File: config.mk
export PLATFORM = sky130hd
export DESIGN_NAME = flash_volatile_config_wrap_id
export DESIGN_NICKNAME = d
export VERILOG_FILES = /design/src/include/vcfg_pkg.sv /design/src/hdl/vcfg_link_sync.sv /design/src/hdl/flash_volatile_config_wrap_id.sv
export SDC_FILE = /design/constraint.sdc
export NUM_CORES = 1
export LEC_CHECK = 0
export BUFFER_PORTS_ARGS = -buffer_cell sky130_fd_sc_hd__buf_2
export CAP_MARGIN = 20
export CORE_UTILIZATION = 52
export DETAILED_ROUTE_END_ITERATION = 6
export GPL_TIMING_DRIVEN = 0
export HOLD_SLACK_MARGIN = 0.08
export PLACE_DENSITY = 0.95
export SETUP_SLACK_MARGIN = 0.3
export SYNTH_ARGS = -nofsm -noshare
export SYNTH_HDL_FRONTEND = slang
export SYNTH_SLANG_ARGS = --single-unit
File: constraint.sdc
create_clock -name mclk -period 3.3 [get_ports mclk]
set_input_delay 0.66 -clock mclk [delete_from_list [all_inputs] [get_ports mclk]]
set_output_delay 0.66 -clock mclk [all_outputs]
set_load 0.1 [all_outputs]
File: src/include/vcfg_pkg.sv
// Package of constants and types for the volatile configuration block
package vcfg_pkg;
	localparam logic [7:0] addr_mode_select  = 8'h00;
	localparam logic [7:0] addr_dummy        = 8'h01;
	localparam logic [7:0] addr_lock_bits    = 8'h02;
	localparam logic [7:0] addr_wrap         = 8'h06;
	localparam logic [7:0] addr_wrap_alt     = 8'h07;
	localparam logic [7:0] dummy_default_lo  = 8'h00;
	localparam logic [7:0] dummy_max         = 8'h1e;
	localparam logic [7:0] dummy_default_hi  = 8'h1f;
	localparam logic [7:0] mode_ext_strobe   = 8'hff;
	localparam logic [7:0] mode_ext_plain    = 8'hdf;
	localparam logic [7:0] mode_odr_strobe   = 8'he7;
	localparam logic [7:0] mode_odr_plain    = 8'hc7;
	localparam logic [7:0] wrap_continuous   = 8'hff;
	localparam logic [7:0] wrap_64           = 8'hfe;
	localparam logic [7:0] wrap_32           = 8'hfd;
	localparam logic [7:0] wrap_16           = 8'hfc;
	localparam logic [7:0] lock_set_only     = 8'h91;
	localparam int         complement_bit    = 5;
	localparam logic [7:0] lock_reset        = 8'h10;
	localparam logic [7:0] id_ext_length     = 8'h02;
	localparam logic [7:0] id_rev_64k        = 8'h00;
	localparam logic [7:0] id_rev_128k       = 8'h01;
	localparam logic [7:0] id_cfg_ext        = 8'h00;
	localparam logic [7:0] id_cfg_odr        = 8'h04;
	localparam logic [7:0] cmd_id_a          = 8'h9f;
	localparam logic [7:0] cmd_id_b          = 8'h9e;
	localparam int         id_length         = 6;

	typedef struct packed {
		logic [7:0] mode_select;
		logic [7:0] dummy;
		logic [7:0] wrap;
		logic [7:0] lock;
	} config_type;

	typedef struct packed {
		logic       octal_double_rate_mode;
		logic       read_data_strobe;
		logic       use_default_dummy;
		logic [4:0] dummy_cycles;
		logic [1:0] wrap_sel;
	} decoded_type;
endpackage

File: src/hdl/vcfg_link_sync.sv
// Two-flop synchroniser with edge detection for the host serial link pins
module vcfg_link_sync #(
	parameter int width = 3
) (
	input  wire logic             mclk,
	input  wire logic             rst,
	input  wire logic [width-1:0] pin_in,
	output logic      [width-1:0] level,
	output logic      [width-1:0] rise,
	output logic      [width-1:0] fall
);
	logic [width-1:0] stage_a;
	logic [width-1:0] stage_b;
	logic [width-1:0] stage_c;

	if (width < 1)
	begin : width_check
		$error("width must be positive");
	end

	// Flops follow the pins through reset, so no false edge appears at release
	always_ff @(posedge mclk)
	begin
		stage_a <= pin_in;
		stage_b <= stage_a;
		stage_c <= stage_b;
	end

	assign level = stage_b;
	assign rise  = stage_b & ~stage_c & {width{!rst}};
	assign fall  = ~stage_b & stage_c & {width{!rst}};
endmodule // vcfg_link_sync

File: src/hdl/flash_volatile_config_wrap_id.sv
// Volatile configuration, wrap addressing and ID byte stream of an octal flash
module flash_volatile_config_wrap_id #(
	parameter logic [7:0] maker_code    = 8'h5a, // Arbitrary value
	parameter logic [7:0] type_code     = 8'h11, // Arbitrary value
	parameter logic [7:0] capacity_code = 8'h22, // Arbitrary value
	parameter bit         block_128k    = 1'b0,
	parameter int         addr_width    = 32
) (
	input  wire logic                  mclk,
	input  wire logic                  rst,
	input  wire logic                  power_up,
	input  wire logic [7:0]            stored_mode_default,
	input  wire logic [7:0]            stored_dummy_default,
	input  wire logic [7:0]            stored_wrap_default,
	input  wire logic                  volatile_config_write,
	input  wire logic [7:0]            write_addr,
	input  wire logic [7:0]            write_data,
	input  wire logic                  sclk_pin,
	input  wire logic                  cs_n_pin,
	input  wire logic [7:0]            command,
	input  wire logic                  command_valid,
	input  wire logic                  burst_load,
	input  wire logic [addr_width-1:0] burst_start,
	output logic [7:0]                 interface_mode_select,
	output logic [7:0]                 dummy_cycle_count,
	output logic [7:0]                 burst_wrap_size,
	output logic [7:0]                 lock_bits,
	output logic                       complement_protect,
	output logic                       octal_double_rate_mode,
	output logic                       read_data_strobe,
	output logic                       use_default_dummy,
	output logic [4:0]                 dummy_cycles,
	output logic [addr_width-1:0]      burst_addr,
	output logic [7:0]                 id_byte,
	output logic                       id_valid
);
	vcfg_pkg::decoded_type next_decoded;
	logic                  sclk_rise;
	logic                  cs_n_level;
	logic                  write_ok;
	logic                  id_active;
	logic [2:0]            id_index;
	logic [7:0]            id_table [vcfg_pkg::id_length];
	logic [addr_width-1:0] wrap_mask;
	logic [addr_width-1:0] next_addr;
	logic                  unused_sclk_level;
	logic                  unused_cs_rise;

	if (addr_width < 7)
	begin : addr_width_check
		$error("addr_width must cover a 64-byte block");
	end

	vcfg_link_sync #(
		.width (2)
	) link_sync (
		.mclk   (mclk),
		.rst    (rst),
		.pin_in ({cs_n_pin, sclk_pin}),
		.level  ({cs_n_level, unused_sclk_level}),
		.rise   ({unused_cs_rise, sclk_rise}),
		.fall   ()
	);

	// Set-only bits may never be cleared by a write, only by reset or power-up
	assign write_ok = ((write_data & vcfg_pkg::lock_set_only) == vcfg_pkg::lock_set_only);

	// Configuration registers
	always_ff @(posedge mclk)
	begin
		if (rst || power_up)
		begin
			interface_mode_select <= stored_mode_default;
			dummy_cycle_count     <= stored_dummy_default;
			burst_wrap_size       <= stored_wrap_default;
		end
		else if (volatile_config_write)
		begin
			if (write_addr == vcfg_pkg::addr_mode_select)
			begin
				if (write_data == vcfg_pkg::mode_ext_strobe || write_data == vcfg_pkg::mode_ext_plain
					|| write_data == vcfg_pkg::mode_odr_strobe
					|| write_data == vcfg_pkg::mode_odr_plain)
					interface_mode_select <= write_data;
			end
			else if (write_addr == vcfg_pkg::addr_dummy)
			begin
				if (write_data <= vcfg_pkg::dummy_default_hi)
					dummy_cycle_count <= write_data;
			end
			else if (write_addr == vcfg_pkg::addr_wrap || write_addr == vcfg_pkg::addr_wrap_alt)
			begin
				if (write_data >= vcfg_pkg::wrap_16)
					burst_wrap_size <= write_data;
			end
		end
	end

	// Lock byte, complement bit survives resets other than power-up
	always_ff @(posedge mclk)
	begin
		if (power_up)
			lock_bits <= vcfg_pkg::lock_reset;
		else if (rst)
			lock_bits <= (vcfg_pkg::lock_reset & ~(8'h01 << vcfg_pkg::complement_bit))
				| (lock_bits & (8'h01 << vcfg_pkg::complement_bit));
		else if (volatile_config_write && write_addr == vcfg_pkg::addr_lock_bits && write_ok)
			lock_bits <= write_data;
	end

	// Decode of the live settings
	always_comb
	begin
		next_decoded.octal_double_rate_mode = (interface_mode_select == vcfg_pkg::mode_odr_strobe)
			|| (interface_mode_select == vcfg_pkg::mode_odr_plain);
		next_decoded.read_data_strobe = (interface_mode_select == vcfg_pkg::mode_ext_strobe)
			|| (interface_mode_select == vcfg_pkg::mode_odr_strobe);
		next_decoded.use_default_dummy = (dummy_cycle_count == vcfg_pkg::dummy_default_lo)
			|| (dummy_cycle_count == vcfg_pkg::dummy_default_hi);
		next_decoded.dummy_cycles = next_decoded.use_default_dummy ? 5'h00
			: dummy_cycle_count[4:0];
		if (burst_wrap_size == vcfg_pkg::wrap_64)
			next_decoded.wrap_sel = 2'h3;
		else if (burst_wrap_size == vcfg_pkg::wrap_32)
			next_decoded.wrap_sel = 2'h2;
		else if (burst_wrap_size == vcfg_pkg::wrap_16)
			next_decoded.wrap_sel = 2'h1;
		else
			next_decoded.wrap_sel = 2'h0;
	end

	always_ff @(posedge mclk)
	begin
		if (rst)
		begin
			octal_double_rate_mode <= 1'b0;
			read_data_strobe       <= 1'b0;
			use_default_dummy      <= 1'b1;
			dummy_cycles           <= 5'h00;
		end
		else
		begin
			octal_double_rate_mode <= next_decoded.octal_double_rate_mode;
			read_data_strobe       <= next_decoded.read_data_strobe;
			use_default_dummy      <= next_decoded.use_default_dummy;
			dummy_cycles           <= next_decoded.dummy_cycles;
		end
	end

	assign complement_protect = lock_bits[vcfg_pkg::complement_bit];

	// Wrap address generator, one step per rising link clock edge
	always_comb
	begin
		wrap_mask = '0;
		case (next_decoded.wrap_sel)
			2'h1: wrap_mask = addr_width'(8'h0f);
			2'h2: wrap_mask = addr_width'(8'h1f);
			2'h3: wrap_mask = addr_width'(8'h3f);
			default: wrap_mask = '0;
		endcase
		if (next_decoded.wrap_sel == 2'h0)
			next_addr = burst_addr + addr_width'(1);
		else
			next_addr = (burst_addr & ~wrap_mask) | ((burst_addr + addr_width'(1)) & wrap_mask);
	end

	always_ff @(posedge mclk)
	begin
		if (rst)
			burst_addr <= '0;
		else if (burst_load)
			burst_addr <= burst_start;
		else if (sclk_rise && !cs_n_level && !id_active)
			burst_addr <= next_addr;
	end

	// Identification byte stream
	always_comb
	begin
		id_table[0] = maker_code;
		id_table[1] = type_code;
		id_table[2] = capacity_code;
		id_table[3] = vcfg_pkg::id_ext_length;
		id_table[4] = block_128k ? vcfg_pkg::id_rev_128k : vcfg_pkg::id_rev_64k;
		id_table[5] = (stored_mode_default == vcfg_pkg::mode_odr_strobe)
			? vcfg_pkg::id_cfg_odr : vcfg_pkg::id_cfg_ext;
	end

	always_ff @(posedge mclk)
	begin
		if (rst || cs_n_level)
		begin
			id_active <= 1'b0;
			id_index  <= 3'h0;
			id_byte   <= 8'h00;
			id_valid  <= 1'b0;
		end
		else if (command_valid && (command == vcfg_pkg::cmd_id_a || command == vcfg_pkg::cmd_id_b))
		begin
			id_active <= 1'b1;
			id_index  <= 3'h1;
			id_byte   <= id_table[0];
			id_valid  <= 1'b1;
		end
		else if (id_active && sclk_rise)
		begin
			id_byte  <= id_table[id_index];
			id_valid <= 1'b1;
			if (id_index == 3'(vcfg_pkg::id_length - 1))
				id_active <= 1'b0;
			id_index <= id_index + 3'h1;
		end
		else
			id_valid <= 1'b0;
	end
endmodule // flash_volatile_config_wrap_id

## After elaboration in Yosys (flattened, before gate mapping)

Index checks and enable logic that the tools add are counted.

| word-level totals | value |
|---|---|
| register bits | 90 |
| input port bits | 88 |
| output and inout port bits | 82 |
| word-level logic and storage cells | 133 |

| cells by class | value |
|---|---|
| add/subtract/negate cells | 2 |
| $lt $le $gt $ge | 3 |
| equal/unequal tests | 25 |
| multiplexer cells | 35 |
| bitwise gates (word level) | 9 |
| reductions and logical operators | 40 |

Operators with widths:

| operator | count |
|---|---|
| $mux W8 | 17 |
| $eq A8 B8 Y1 const B | 13 |
| $mux W32 | 3 |
| $and A32 B32 Y32 | 2 |
| $add A32 B1 Y32 const B | 1 |
| $not A32 Y32 | 1 |
| $or A32 B32 Y32 | 1 |
| $bmux W8 S3 | 1 |
| $reduce_bool A2 Y1 | 10 |
| $pmux W6 S3 | 1 |
| $eq A8 B3 Y1 const B | 2 |
| $logic_not A8 Y1 | 2 |
| $mux W7 | 2 |
| $logic_or A1 B1 Y1 | 10 |
| $eq A8 B1 Y1 const B | 1 |
| $eq A8 B2 Y1 const B | 1 |
| $eq A8 B5 Y1 const B | 1 |
| $ge A8 B8 Y1 const B | 1 |
| $le A8 B5 Y1 const B | 1 |
| $mux W1 | 8 |
| $eq A3 B3 Y1 const B | 2 |
| $logic_and A1 B1 Y1 | 6 |
| $reduce_or A2 Y1 | 3 |
| $reduce_and A5 Y1 | 1 |
| 15 further kinds | 23 |

## Logic depth before layout (Yosys ltp)

| logic depth | value |
|---|---|
| depth in word-level cells | 12 |
| mapped depth | 7 |
| depth with buffers taken out | 6 |

## By module

A second synthesis with hierarchy kept.

| second synthesis, totals | value |
|---|---|
| cell total of the unflattened synthesis | 475 |
| area total of the unflattened synthesis | 4191.5 um^2 |

Modules (own cells, without submodules):

| module | times used | cells an instance | area each (um^2) | seq. area each (um^2) |
|---|---|---|---|---|
| flash_volatile_config_wrap_id | 1 | 465 | 4041.4 | 1901.8 |
| vcfg_link_sync | 1 | 10 | 150.1 | 120.1 |

## Worst setup path before layout

Ideal clock, no wire load.

| path | value |
|---|---|
| kind | register to register |
| start | register burst_addr[0] |
| end | register burst_addr[30] |
| library setup time | 86 ps |
| arrival time | 2506 ps |
| data required time | 3214 ps |
| setup slack | 708 ps |
| stages on the path, launching flop included | 8 |
| buffers on the path | 1 |
| period minus slack after synthesis | 2592 ps |
| cells stage by stage | dfxtp_1 ha_1 and4_1 clkbuf_1 nand4_1 nor4_2 xnor2_1 a211oi_1 |

| on the way | value |
|---|---|
| word-level cells in the longest chain between the ends | 6 |

RTL lines:

| what | line | text |
|---|---|---|
| start: declaration | flash_volatile_config_wrap_id.sv:33 | `output logic [addr_width-1:0] burst_addr,` |
| start signal: assignment | flash_volatile_config_wrap_id.sv:173 | `burst_addr <= burst_start;` |
| start signal: assignment | flash_volatile_config_wrap_id.sv:175 | `burst_addr <= next_addr;` |
| $add A32 B1 Y32 (*) | flash_volatile_config_wrap_id.sv:163, flash_volatile_config_wrap_id.sv:165 |  |
| $and A32 B32 Y32 | flash_volatile_config_wrap_id.sv:165 | `next_addr = (burst_addr & ~wrap_mask) \| ((burst_addr + addr_width'(1)) & wrap_mask);` |
| $or A32 B32 Y32 | flash_volatile_config_wrap_id.sv:165 |  |
| $mux W32 (*) | flash_volatile_config_wrap_id.sv:162 | `if (next_decoded.wrap_sel == 2'h0)` |
| $mux W32 (*) | flash_volatile_config_wrap_id.sv:174 | `else if (sclk_rise && !cs_n_level && !id_active)` |
| $mux W32 (*) | flash_volatile_config_wrap_id.sv:172 | `else if (burst_load)` |

Mark *: on every way between the ends. The rest lies on a longest branch, timed or not. The select of a mux whose other input is x is not followed.
A chain may end at the register's enable or synchronous reset.

## Worst setup path in the final report

| path | value |
|---|---|
| start | register burst_addr[0] |
| end | register burst_addr[26] |

Same word-level chain as after synthesis.

==> reports/metrics.yaml <==
status: "finished, final reports clean"
grtUsageTotal_pct: 28.60
dp_cells: 743
grt_pass1_vias: 4117
dpl.hpwl_mm: 9.663
grt_overflow_total: 0
leakagePower_nw: 2.327
cap_viol_max_count: 0
placementRows: 32
insertion_delay_ps: 360
worstPathMaxFanout: 7
post_cts_buffers: 0
cts_hold_buf: 0
clk_pin_slew_worst_paths_ps: 100
dieArea_mm2: 0.008689
post_drt_wl_per_cell_um: 16.26
grt_max_degree: 17
synth.largest_area_cell: "dfxtp_1"
layout-drive-gt1-share_pct: 33.13
final_cells: 760
cp-end-kind: "register"
ant_nets: 0
peakVddDrop_uv: 252.8
fin_tns_setup_ps: 0
multi_input_comb_area_mm2: 0.002132
cts_buffer_depth: 2
drt_iter0_drc: 208
nNetsFinal: 747
htreeDepth: 3
dr.pass1.iters: 5
hold_class: "reg2reg"
skew_ps: 20.36
areaGrowthSynthToFinish_pct: 26.49
die-height_um: 93.22
synth_area_per_cell_um2: 9.128
fp.coreArea_mm2: 0.007888
cts_tree: "done"
rsz0062_at_grt: "false"
synth_fp_nets: 568
vias: 4384
die-width_um: 93.22
final_util_pct: 69.38
n_antenna_cell: 0
synth_cells: 474
routed_via_density: 5.768
start_kind: "register"
yosys_warnings: 0
tightestPinTransition_ps: 624.3
ioPinCount: 170
synthesis.area_mm2: 0.004327
synthTopCellsByCount: "nand2_1, dfxtp_1, nor2_1"
yosysSeqAreaShare_pct: 46.27
totalWireLength_mm: 12.36
regArea_mm2: 0.002002
setup-violations-final: 0
gp_congestion: 0.9625
min_period_ps: 2203
yosysMostFrequentCell: "nand2_1"
synth_cell_types: 59
crit_required_ps: 3580
slew_headroom_pct: 58.15
synthArstFlopShare_pct: 0
cts_buffers: 9
antenna_found_initial: 0
synthTopCellsByArea: "dfxtp_1, edfxtp_1, nand2_1, xnor2_1, a211oi_1"
path_class: "reg2reg"
grt_pass1_wl_mm: 19.49
yosysTopAreaCellShare_pct: 29.61
synth_edf_count: 24
ctsResizeCount: 0
drcViolationCount: 0
drv_slew: 0
ys_seq_elements: 88
place.port_buffers: 167
post-route-period-util_pct: 66.75
powerDensity_mw_per_mm2: 495.3
ys.flop_type: "dfxtp_1"
clock.fmax_mhz: 454.0
finalHoldViolCount: 0
initial_core_util_pct: 54.85
critPathArrivalTime_ps: 2490
nFillCells: 576
clock-sinks: 88
cts-root-buf: "clkbuf_8"
cells in the final DEF, fill, tap and decap left out, types with 5 or more instances in the layout:
| cell | instances |
|---|---|
| a211oi_1 | 20 |
| a21oi_1 | 20 |
| and2_1 | 10 |
| and3_1 | 5 |
| buf_2 | 170 |
| buf_6 | 5 |
| clkbuf_1 | 13 |
| clkbuf_8 | 9 |
| dfxtp_1 | 64 |
| edfxtp_1 | 24 |
| ha_1 | 6 |
| inv_1 | 6 |
| mux2i_1 | 5 |
| nand2_1 | 101 |
| nand3_1 | 14 |
| nand4_1 | 12 |
| nor2_1 | 40 |
| nor3_1 | 16 |
| nor4_1 | 6 |
| nor4_2 | 11 |
| o21ai_0 | 11 |
| o31ai_1 | 5 |
| xnor2_1 | 24 |
flip-flops by register name (all words and copies together) (netlist names), 2 cells and up:
register               cells
dummy_cycles               5
burst_wrap_size            8
link_sync.level            2
link_sync.stage_a          2
id_byte                    6
dummy_cycle_count          8
burst_addr                32
id_index                   3
lock_bits                  8
interface_mode_select      8
routing by layer:
layer | share of wire (%) | track usage, % | wire length [um]
met1 | 37 | 32.90 | 4598
met2 | 51 | 51.10 | 6292
met3 | 9.1 | 6.260 | 1127
met4 | 2.7 | 11.92 | 335
met5 | 0 | 0 | 0
final timing paths:
check | start | to | slack, ps | depth (start not counted)
hold / removal | link_sync.stage_a[1]$_DFF_P_ | link_sync.level[1]$_DFF_P_ | 330 | 0
setup reg to reg | burst_addr[0]$_SDFFE_PP0P_ | burst_addr[26]$_SDFFE_PP0P_ | 1100 | 7
hold reg to reg | link_sync.stage_a[1]$_DFF_P_ | link_sync.level[1]$_DFF_P_ | 330 | 0
setup / recovery | burst_addr[0]$_SDFFE_PP0P_ | burst_addr[26]$_SDFFE_PP0P_ | 1100 | 7
power by group:
part / total [mW] / switching, mW / internal [mW]
logic: 0.782 / 0.636 / 0.145
clock network: 0.685 / 0.405 / 0.281
registers: 1.24 / 0.0611 / 1.18
total: 2.71 / 1.10 / 1.61
logic make-up (layout without fill, tap and decap cells):
kind of cell             Yosys count  after routing  share of synthesized area (%)
AND/OR/NAND/NOR                  240            240                          28.92
AO/OA/AOI/OAI                     73             73                          11.86
multiplexers                       6              6                          1.417
flip-flops                        88             88                          46.27
adder cells (fa/ha/maj)            6              6                          1.735
other                              1              1                        0.08667
XOR/XNOR                          26             26                          5.263
buffers and inverters             34            218                          4.453
cell type report:
cell class / instances / share of cell area, %
multi-input combinational: 352 / 38.96
inverter: 7 / 0.4801
timing repair buffer: 168 / 15.36
clock inverter: 7 / 0.9831
tap: 102 / 2.332
buffer: 27 / 3.041
clock buffer: 9 / 2.263
sequential: 88 / 36.58
stage by stage:
stage          hold WS, ps  setup WS, ps  power (mW)  area, um^2
6_report             330.5          1097       2.711        5473
5_1_grt              352.2         935.3       2.796        5473
4_1_cts              331.0          1127       2.715        5468
2_1_floorplan        309.6         707.9       1.866        4327
3_3_place_gp         314.0         938.6       2.027        5290
3_5_place_dp         312.1         850.0       2.043        5290
worst max-delay path: stages (launching register included):
cell and delay (ps):
dfxtp_1 500, ha_1 220, and4_1 190, clkbuf_1 240, nand2_1 260, nor4_2 390
xnor2_1 110, a211oi_1 220
(Power assumes the default switching activity.)
